File: src/inc/biu_pkg.sv
/*
  Shared constants and types of the processor bus interface block.
  Assumes a single 125 MHz clock and a 32-bit Avalon-MM register port.
*/
package biu_pkg;
  // Register byte offsets
  localparam logic [4:0] OFS_CMD = 5'h00;
  localparam logic [4:0] OFS_ADDR = 5'h04;
  localparam logic [4:0] OFS_WDATA = 5'h08;
  localparam logic [4:0] OFS_STAT = 5'h0C;
  localparam logic [4:0] OFS_IE = 5'h10;
  localparam logic [4:0] OFS_PC = 5'h14;
  // Command register fields
  localparam int CMD_KIND_LSB = 0;
  localparam int CMD_LAST_BIT = 3;
  // Status register fields
  localparam int ST_BUSY = 0;
  localparam int ST_HOLDA = 1;
  localparam int ST_HALT = 2;
  localparam int ST_TAKEN = 3;
  localparam int ST_ACKM = 4;
  localparam int ST_RDATA_LSB = 8;
  localparam int ST_INSTR_LSB = 16;
  // Bus status codes, upper bit first
  localparam logic [1:0] STAT_HALT = 2'h0;
  localparam logic [1:0] STAT_WRITE = 2'h1;
  localparam logic [1:0] STAT_READ = 2'h2;
  localparam logic [1:0] STAT_FETCH = 2'h3;
  // Values after reset
  localparam logic [15:0] PC_RST = 16'h0000;
  localparam logic [7:0] INSTR_RST = 8'h00;
  localparam logic IE_RST = 1'b0;
  // Clocks per T-state: the phase bit splits each T-state in two
  localparam int T_STATE_CLKS = 2;
  // Machine cycle kinds as written to the command register
  typedef enum logic [2:0] {
    K_FETCH, K_MEM_RD, K_MEM_WR, K_IO_RD, K_IO_WR, K_HALT, K_DAD
  } kind_t;
  // Bus sequencer states
  typedef enum logic [2:0] {
    S_IDLE, S_T1, S_T2, S_TW, S_T3, S_HOLD, S_RESUME, S_HALT
  } state_t;
endpackage

File: src/hdl/cpu_bus_ctrl.sv
/*
  Bus interface and control of an 8-bit processor: multiplexed bus,
  strobes, status, wait, hold, general interrupt and reset output.
  Software issues machine cycles over Avalon-MM; pins are split in/out/oe.
*/
// The Avalon-MM slave port and the address map are this design's own decisions.
// Function
// - Interrupt request sampled at instruction end or in halt
// - Accepted interrupt holds PC, issues acknowledge
// - Interrupt enable by software, cleared on accept
// - Acknowledge strobe replaces read on next fetch
// - Low address in T1, data in T2/T3
// - Upper lines carry high address or port
// - Buses and strobes float in halt and from second T of hold
// - Status codes: halt, write, read, fetch
// - Upper status bit is early read flag
// - Address strobe pulses in T1, latch falling
// - No address strobe in bus-idle cycles
// - Address strobe also qualifies status, select
// - Write strobe low while write data driven
// - Read strobe requests data from party
// - Select shows memory or I/O space
// - Ready low inserts wait states
// - Reset zeroes PC, clears enable, hold ack
// - Reset leaves address, write and read data untouched
// - Hold taken after cycle, buses released
// - Buses resume half T after acknowledge falls
// - Hold, ready, interrupt synchronised first
// - Reset output synchronous to clock
`timescale 1ns/1ps
module cpu_bus_ctrl
  import biu_pkg::*;
(
  input wire logic clk,
  input wire logic sys_rst,
  input wire logic [4:0] avs_address,
  input wire logic avs_read,
  input wire logic avs_write,
  input wire logic [31:0] avs_writedata,
  input wire logic [3:0] avs_byteenable,
  output logic [31:0] avs_readdata,
  output logic avs_waitrequest,
  input wire logic [7:0] addr_data_lo_i,
  output logic [7:0] addr_data_lo_o,
  output logic addr_data_lo_oe,
  output logic [7:0] addr_hi,
  output logic addr_hi_oe,
  output logic bus_stat_hi,
  output logic bus_stat_lo,
  output logic ale,
  output logic rd_n,
  output logic wr_n,
  output logic mem_io_sel,
  output logic strobe_oe,
  output logic irq_ack_strobe_n,
  input wire logic ready_in,
  input wire logic hold_req,
  output logic hold_ack,
  input wire logic general_irq_in,
  output logic reset_out
);
  typedef struct packed {
    state_t st;
    logic ph;
    logic hfirst;
    kind_t kind;
    logic last;
    logic busy;
    logic [15:0] addr;
    logic [7:0] wdata;
    logic [7:0] rdata;
    logic [15:0] program_counter;
    logic [7:0] instr;
    logic ie;
    logic ackm;
    logic taken;
    logic av_wait;
    logic [31:0] av_rdata;
    logic [7:0] ad_o;
    logic ad_oe;
    logic [7:0] ahi;
    logic bus_oe;
    logic ale;
    logic [1:0] stat;
    logic io_m;
    logic rd_n;
    logic wr_n;
    logic irq_ack_strobe_n_n;
    logic holda;
    logic rst_out;
  } biu_t;
  biu_t st_q, st_d;

  logic [2:0] syn;
  logic hold_s, rdy_s, irq_s;
  logic tick, accept, act, xf, mid;
  logic [15:0] a16;

  // Synchronise external requests
  in_sync #(.W(3)) u_sync (
    .clk(clk),
    .sys_rst(sys_rst),
    .d_in({hold_req, ready_in, general_irq_in}),
    .q_out(syn)
  );
  assign {hold_s, rdy_s, irq_s} = syn;

  // Kind decoding
  function automatic logic is_rd(input kind_t k);
    return k inside {K_FETCH, K_MEM_RD, K_IO_RD};
  endfunction

  function automatic logic is_wr(input kind_t k);
    return k inside {K_MEM_WR, K_IO_WR};
  endfunction

  function automatic logic is_io(input kind_t k);
    return k inside {K_IO_RD, K_IO_WR};
  endfunction

  function automatic logic [1:0] stat_of(input kind_t k);
    logic [1:0] r;
    r = STAT_READ;
    if (k == K_FETCH) r = STAT_FETCH;
    else if (is_wr(k)) r = STAT_WRITE;
    return r;
  endfunction

  // Register read mux
  function automatic logic [31:0] rd_reg(input logic [4:0] a,
                                         input biu_t s);
    logic [31:0] r;
    r = 32'h0000_0000;
    case (a)
      OFS_CMD: begin
        r[CMD_KIND_LSB +: 3] = s.kind;
        r[CMD_LAST_BIT] = s.last;
      end
      OFS_ADDR: r[15:0] = s.addr;
      OFS_WDATA: r[7:0] = s.wdata;
      OFS_STAT: begin
        r[ST_BUSY] = s.busy;
        r[ST_HOLDA] = s.holda;
        r[ST_HALT] = (s.st == S_HALT);
        r[ST_TAKEN] = s.taken;
        r[ST_ACKM] = s.ackm;
        r[ST_RDATA_LSB +: 8] = s.rdata;
        r[ST_INSTR_LSB +: 8] = s.instr;
      end
      OFS_IE: r[0] = s.ie;
      OFS_PC: r[15:0] = s.program_counter;
      default: r = 32'h0000_0000;
    endcase
    return r;
  endfunction

  // Register port, sequencer and pin outputs
  always_comb begin
    st_d = st_q;
    accept = 1'b0;
    tick = st_q.ph;
    st_d.ph = ~st_q.ph;
    st_d.rst_out = 1'b0;
    // Slave: waitrequest drops one cycle after a request
    st_d.av_wait = 1'b1;
    if ((avs_read || avs_write) && st_q.av_wait) begin
      st_d.av_wait = 1'b0;
      if (avs_read) st_d.av_rdata = rd_reg(avs_address, st_q);
    end
    if (avs_write && !st_q.av_wait && avs_byteenable[0]) begin
      case (avs_address)
        OFS_CMD: begin
          if (!st_q.busy && avs_writedata[2:0] <= 3'(K_DAD)) begin
            st_d.kind = kind_t'(avs_writedata[CMD_KIND_LSB +: 3]);
            st_d.last = avs_writedata[CMD_LAST_BIT];
            st_d.busy = 1'b1;
          end
        end
        OFS_ADDR: begin
          st_d.addr[7:0] = avs_writedata[7:0];
          if (avs_byteenable[1]) st_d.addr[15:8] = avs_writedata[15:8];
        end
        OFS_WDATA: st_d.wdata = avs_writedata[7:0];
        OFS_STAT: if (avs_writedata[ST_TAKEN]) st_d.taken = 1'b0;
        OFS_IE: st_d.ie = avs_writedata[0];
        OFS_PC: begin
          st_d.program_counter[7:0] = avs_writedata[7:0];
          if (avs_byteenable[1]) begin
            st_d.program_counter[15:8] = avs_writedata[15:8];
          end
        end
        default: ;
      endcase
    end
    // Sequencer, one T-state per two clocks
    unique case (st_q.st)
      S_IDLE: if (tick) begin
        if (hold_s) begin
          st_d.st = S_HOLD;
          st_d.hfirst = 1'b1;
        end else if (st_q.busy) begin
          if (st_q.kind == K_HALT) begin
            st_d.st = S_HALT;
            st_d.busy = 1'b0;
          end else begin
            st_d.st = S_T1;
          end
        end
      end
      S_T1: if (tick) st_d.st = S_T2;
      S_T2: if (tick) begin
        // Ready checked at the end of T2
        if (st_q.kind != K_DAD && !rdy_s) st_d.st = S_TW;
        else st_d.st = S_T3;
      end
      S_TW: if (tick && rdy_s) st_d.st = S_T3;
      S_T3: if (tick) begin
        st_d.busy = 1'b0;
        if (is_rd(st_q.kind)) st_d.rdata = addr_data_lo_i;
        if (st_q.kind == K_FETCH) begin
          st_d.instr = addr_data_lo_i;
          if (!st_q.ackm) begin
            st_d.program_counter = st_q.program_counter + 16'h0001;
          end
        end
        if (st_q.last) begin
          st_d.ackm = 1'b0;
          accept = irq_s && st_q.ie;
        end
        if (hold_s) begin
          st_d.st = S_HOLD;
          st_d.hfirst = 1'b1;
        end else begin
          st_d.st = S_IDLE;
        end
      end
      S_HOLD: if (tick) begin
        st_d.hfirst = 1'b0;
        if (!hold_s && !st_q.hfirst) st_d.st = S_RESUME;
      end
      S_RESUME: if (!tick) st_d.st = S_IDLE;
      S_HALT: if (tick) begin
        if (hold_s) begin
          st_d.st = S_HOLD;
          st_d.hfirst = 1'b1;
        end else if (irq_s && st_q.ie) begin
          accept = 1'b1;
          st_d.st = S_IDLE;
        end else if (st_q.busy) begin
          st_d.st = S_IDLE;
        end
      end
    endcase
    // Accepting disables and arms the acknowledge fetch
    if (accept) begin
      st_d.ie = 1'b0;
      st_d.ackm = 1'b1;
      st_d.taken = 1'b1;
    end
    // Pin values for the coming cycle
    act = st_d.st inside {S_T1, S_T2, S_TW, S_T3};
    xf = act && st_d.kind != K_DAD;
    mid = st_d.st inside {S_T2, S_TW, S_T3};
    a16 = (st_d.kind == K_FETCH) ? st_d.program_counter : st_d.addr;
    st_d.holda = (st_d.st == S_HOLD);
    st_d.bus_oe = !(st_d.st inside {S_HALT, S_RESUME} ||
                    (st_d.st == S_HOLD && !st_d.hfirst));
    st_d.ale = xf && st_d.st == S_T1 && !st_d.ph;
    if (st_d.st == S_HALT) st_d.stat = STAT_HALT;
    else if (act) st_d.stat = stat_of(st_d.kind);
    if (act) st_d.io_m = is_io(st_d.kind);
    st_d.ahi = is_io(st_d.kind) ? a16[7:0] : a16[15:8];
    st_d.ad_o = (st_d.st == S_T1) ? a16[7:0] : st_d.wdata;
    st_d.ad_oe = st_d.bus_oe && xf &&
                 (st_d.st == S_T1 || is_wr(st_d.kind));
    st_d.rd_n = !(xf && mid && is_rd(st_d.kind) &&
                  !(st_d.kind == K_FETCH && st_d.ackm));
    st_d.irq_ack_strobe_n_n = !(xf && mid && st_d.kind == K_FETCH &&
                    st_d.ackm);
    st_d.wr_n = !(xf && mid && is_wr(st_d.kind));
  end

  // State register; address, write and read data registers keep their value over reset
  always_ff @(posedge clk or posedge sys_rst) begin
    if (sys_rst) begin
      st_q.st <= S_IDLE;
      st_q.ph <= 1'b0;
      st_q.hfirst <= 1'b0;
      st_q.kind <= K_FETCH;
      st_q.last <= 1'b0;
      st_q.busy <= 1'b0;
      st_q.program_counter <= PC_RST;
      st_q.instr <= INSTR_RST;
      st_q.ie <= IE_RST;
      st_q.ackm <= 1'b0;
      st_q.taken <= 1'b0;
      st_q.av_wait <= 1'b1;
      st_q.av_rdata <= 32'h0000_0000;
      st_q.ad_o <= 8'h00;
      st_q.ad_oe <= 1'b0;
      st_q.ahi <= 8'h00;
      st_q.bus_oe <= 1'b1;
      st_q.ale <= 1'b0;
      st_q.stat <= STAT_HALT;
      st_q.io_m <= 1'b0;
      st_q.rd_n <= 1'b1;
      st_q.wr_n <= 1'b1;
      st_q.irq_ack_strobe_n_n <= 1'b1;
      st_q.holda <= 1'b0;
      st_q.rst_out <= 1'b1;
    end else begin
      st_q <= st_d;
    end
  end

  // Outputs straight from the state register
  assign avs_readdata = st_q.av_rdata;
  assign avs_waitrequest = st_q.av_wait;
  assign addr_data_lo_o = st_q.ad_o;
  assign addr_data_lo_oe = st_q.ad_oe;
  assign addr_hi = st_q.ahi;
  assign addr_hi_oe = st_q.bus_oe;
  assign strobe_oe = st_q.bus_oe;
  assign {bus_stat_hi, bus_stat_lo} = st_q.stat;
  assign ale = st_q.ale;
  assign rd_n = st_q.rd_n;
  assign wr_n = st_q.wr_n;
  assign mem_io_sel = st_q.io_m;
  assign irq_ack_strobe_n = st_q.irq_ack_strobe_n_n;
  assign hold_ack = st_q.holda;
  assign reset_out = st_q.rst_out;
endmodule

File: src/hdl/in_sync.sv
/*
  Two-flop synchroniser for a group of level inputs.
  Assumes inputs may change at any time relative to clk.
*/
`timescale 1ns/1ps
module in_sync #(
  parameter int W = 3
) (
  input wire logic clk,
  input wire logic sys_rst,
  input wire logic [W-1:0] d_in,
  output logic [W-1:0] q_out
);
  typedef struct packed {
    logic [W-1:0] s1;
    logic [W-1:0] s2;
  } sync_t;
  sync_t sy_q, sy_d;

  // First stage feeds only the second
  always_comb begin
    sy_d.s1 = d_in;
    sy_d.s2 = sy_q.s1;
  end

  // Both stages
  always_ff @(posedge clk or posedge sys_rst) begin
    if (sys_rst) begin
      sy_q <= '0;
    end else begin
      sy_q <= sy_d;
    end
  end

  assign q_out = sy_q.s2;
endmodule

File: config.mk
export PLATFORM = sky130hd
export DESIGN_NAME = cpu_bus_ctrl
export DESIGN_NICKNAME = d
export VERILOG_FILES = /design/src/inc/biu_pkg.sv /design/src/hdl/cpu_bus_ctrl.sv /design/src/hdl/in_sync.sv
export SDC_FILE = /design/constraint.sdc
export NUM_CORES = 1
export LEC_CHECK = 0
export BUFFER_PORTS_ARGS = -buffer_cell sky130_fd_sc_hd__buf_2
export CAP_MARGIN = 20
export CORE_MARGIN = 4
export CORE_UTILIZATION = 50
export CTS_CLUSTER_DIAMETER = 30
export DETAILED_ROUTE_END_ITERATION = 10
export PLACE_DENSITY = 0.76
export SYNTH_ARGS = -nofsm -noshare
export SYNTH_HDL_FRONTEND = slang
export SYNTH_HIERARCHICAL = 1
export SYNTH_SLANG_ARGS = --single-unit
File: constraint.sdc
create_clock -name clk -period 4.9 [get_ports clk]
set_input_delay 0.735 -clock clk [delete_from_list [all_inputs] [get_ports clk]]
set_output_delay 0.735 -clock clk [all_outputs]
set_load 0.02 [all_outputs]
==> flow_summary.toml <==
[worst_setup_path]
crit_start = "avs_waitrequest"
critical_path_peak_fanout = 16
critical_path.endpoint_type = "flip-flop"
cp.arrival_ns = 3.25
required_time_at_the_endpoint_of_the_critical_path_ns = 5.16
worstRegToRegCells = 7
setup.worst_path.start_class = "flip-flop"
worstReg2RegStart = "avs_waitrequest"
rrSetupSlack_ns = 1.91
setup.worst_path.class = "reg2reg"
crit-reg2reg-capture = "addr_data_lo_o[3]"
crit_path_end = "addr_data_lo_o[3]"

[synth]
synth.yosys.seq_area_share = 0.500
synth.ff_latch_count = 127
ys_top_cells_by_count = "sky130_fd_sc_hd__dfrtp_1 (89), sky130_fd_sc_hd__nand2_1 (77), sky130_fd_sc_hd__buf_4 (49), sky130_fd_sc_hd__mux2_2 (49), sky130_fd_sc_hd__o21ai_0 (44)"
yosys.area.top_type = "sky130_fd_sc_hd__dfrtp_1"
ys_async_sr_fraction = 0.748
yosysWarningCount = 6
netlist_instances = 647
synth_cell_type_count = 69
synth_largest_type_area_fraction = 0.333
synth_area_leaders = "sky130_fd_sc_hd__dfrtp_1 (33%), sky130_fd_sc_hd__edfxtp_1 (14%), sky130_fd_sc_hd__mux2_2 (8.3%)"
synth.most_common_cell = "sky130_fd_sc_hd__dfrtp_1"
synth_area_um2 = 6690
synth_area_per_cell_um2 = 10.3
synth_enable_flop_cells = 32
synth_ff_type = "sky130_fd_sc_hd__dfrtp_1"

[clock_tree]
cts.sinks = 127
ctsRootBufferMaster = "sky130_fd_sc_hd__clkbuf_16"
numCtsBuffers = 17
clkTransAtPathRegs_ns = 0.06
worstSkewPairLatency_ns = 0.42
postCtsResizedCells = 0
cts.path.max_buffers = 2
cts.htree.levels = 4
cts_tree = "built"
post-cts-setup-buffer-count = 0
cts_hold_repair.buffers = 0

[die]
die-width_um = 124
top_level_ports = 117
core_um2 = 12900
placement_rows = 41
dieArea_um2 = 15300
initial_core_util = 0.519
die_height_um = 124

[global_route]
gr-usage-met1 = 0.289
antenna_found_initial = 1
grt_pass1_vias = 4935
gr-usage-met2 = 0.365
grt_remaining_overflow = 0
grt_start_max_net_pins = 72
gr-usage-all-layers = 0.224
grt_pass1_wl_um = 25900
globalRoute.busiestLayer = "met2"
global_route.usage.met3 = 0.0627

[routing]
routedWlPerCell_um = 18.9
viasPerCell = 5.88
drt_first_pass_iters = 5
via_count = 5162
antenna_violating_nets_left = 0
postRouteWirelength_um = 16600
drt_iter0_drc = 437
drc = 0

[sta]
tightestPinTransition_ns = 1.03
achievable-frequency_mhz = 334
hold_viol_final = 0
timing.max_slew.rel_slack = 0.308
clock_tree_skew_after_final_layout_ns = 0.00392
rsz0062_at_grt = "false"
drv_slew = 0
totalNegativeSetupSlack_ns = 0
setup-violations-final = 0
final_min_period_over_clock_period = 0.611
finalCriticalPeriod_ns = 2.99

[final_layout]
layout_overhead_on_the_synthesized_area_pct = 13.3
layout-drive-gt1-share = 0.290
nets = 750
fillerInstances = 1105
finish.utilization = 0.589
insertedDiodeCount = 0

[power_and_ir_drop]
p_int_mw = 2.61
p_switching_mw = 1.34
ir_worst_vdd_mv = 0.414
totalPowerFinal_mw = 3.95
power_switching_share = 0.339
power.leakage_nw = 3.32
p_clk_frac = 0.338
powerDensity_nw_per_um2 = 521
power.combinational.fraction = 0.293
register_share_of_total_power = 0.369

[placed_design]
place_hpwl_um = 12000
buffer_ports.inserted = 90
finalWeightedCongestion = 0.859

[run_status]
run_status = "finished, final reports clean"

[run]
drv.max_cap_violation_count = 0

[min_path]
worst_hold_path_type = "in2async"
-- power by group through the flow --
stage	clock network [mW]	logic (mW)	registers, mW
2_1_floorplan	0	0.945	1.43
3_3_place_gp	0	1.10	1.46
3_5_place_dp	0	1.13	1.47
4_1_cts	1.36	1.14	1.45
5_1_grt	1.41	1.26	1.48
6_report	1.34	1.16	1.46
-- critical path: stages (launching register included) --
cell,delay (ns)
sky130_fd_sc_hd__dfstp_2,0.38
sky130_fd_sc_hd__and3b_1,0.49
sky130_fd_sc_hd__nand4_1,0.28
sky130_fd_sc_hd__nor2_2,0.62
sky130_fd_sc_hd__nand2_1,0.14
sky130_fd_sc_hd__o21ai_2,0.32
sky130_fd_sc_hd__mux2i_1,0.46
sky130_fd_sc_hd__a31oi_1,0.15
-- sequential cells by signal, summed over array words and instances (netlist names), 3 cells and up --
name and count:
st_q 68, avs_readdata 24, addr_data_lo_o 8, u_sync/q_out 3, u_sync/sy_d 3, addr_hi 8
-- kinds of logic after synthesis --
logic type      count (synthesis)  synth area share
mux                            65             0.107
compound gates                151             0.147
xor+xnor                        4           0.00524
buf+inv                        98            0.0877
flops                         127             0.500
simple gates                  200             0.150
other cells                     1          0.000561
fa+ha+maj                       1           0.00187
-- metrics by stage --
| step | hold WS (ns) | std cells | cell area [um^2] | worst slack (ns) |
|---|---|---|---|---|
| 6_report | 0.268 | 878 | 7580 | 1.91 |
| 5_1_grt | 0.287 | 878 | 7580 | 1.75 |
| 4_1_cts | 0.257 | 875 | 7560 | 1.93 |
| 3_5_place_dp | 0.336 | 843 | 6920 | 1.59 |
| 3_3_place_gp | 0.331 | 843 | 6920 | 1.62 |
| 2_1_floorplan | 0.331 | 655 | 6720 | 1.23 |
-- layer usage --
layer  part of all wire  vias up
li1                   -     2395
met1               0.41     2520
met2               0.49      220
met3              0.075       25
met4              0.018        2
met5            0.00042        -
-- placed cells by master, fill, tap and decap left out, types with 13 or more instances in the layout --
master                      count
sky130_fd_sc_hd__mux2_2        49
sky130_fd_sc_hd__a21oi_1       29
sky130_fd_sc_hd__dfrtp_1       89
sky130_fd_sc_hd__inv_1         13
sky130_fd_sc_hd__a22oi_1       19
sky130_fd_sc_hd__nor2_1        32
sky130_fd_sc_hd__nand2_1       77
sky130_fd_sc_hd__nor3_1        19
sky130_fd_sc_hd__mux2i_1       15
sky130_fd_sc_hd__edfxtp_1      32
sky130_fd_sc_hd__o21ai_0       44
sky130_fd_sc_hd__nand3_1       15
sky130_fd_sc_hd__clkbuf_16     19
sky130_fd_sc_hd__buf_2         91
-- area by class of cell --
class	instances	area (um^2)	share of cell area
clock buffers	23	510	0.0673
clock inverters	9	126	0.0167
inverters	15	58.8	0.00776
multi-input cells	430	2790	0.367
flip-flops and latches	127	3350	0.441
well taps	172	215	0.0284
repair buffers	102	538	0.0710
-- worst min-delay path by stage --
stage / cells after the start / to
final: 2 / u_sync/q_out[0]
after global routing: 2 / u_sync/q_out[2]
after CTS: 2 / u_sync/q_out[0]
after detailed placement: 0 / u_sync/q_out[2]
after global placement: 0 / u_sync/q_out[2]
after floorplan: 0 / u_sync/q_out[0]
(Power assumes the default switching activity.)
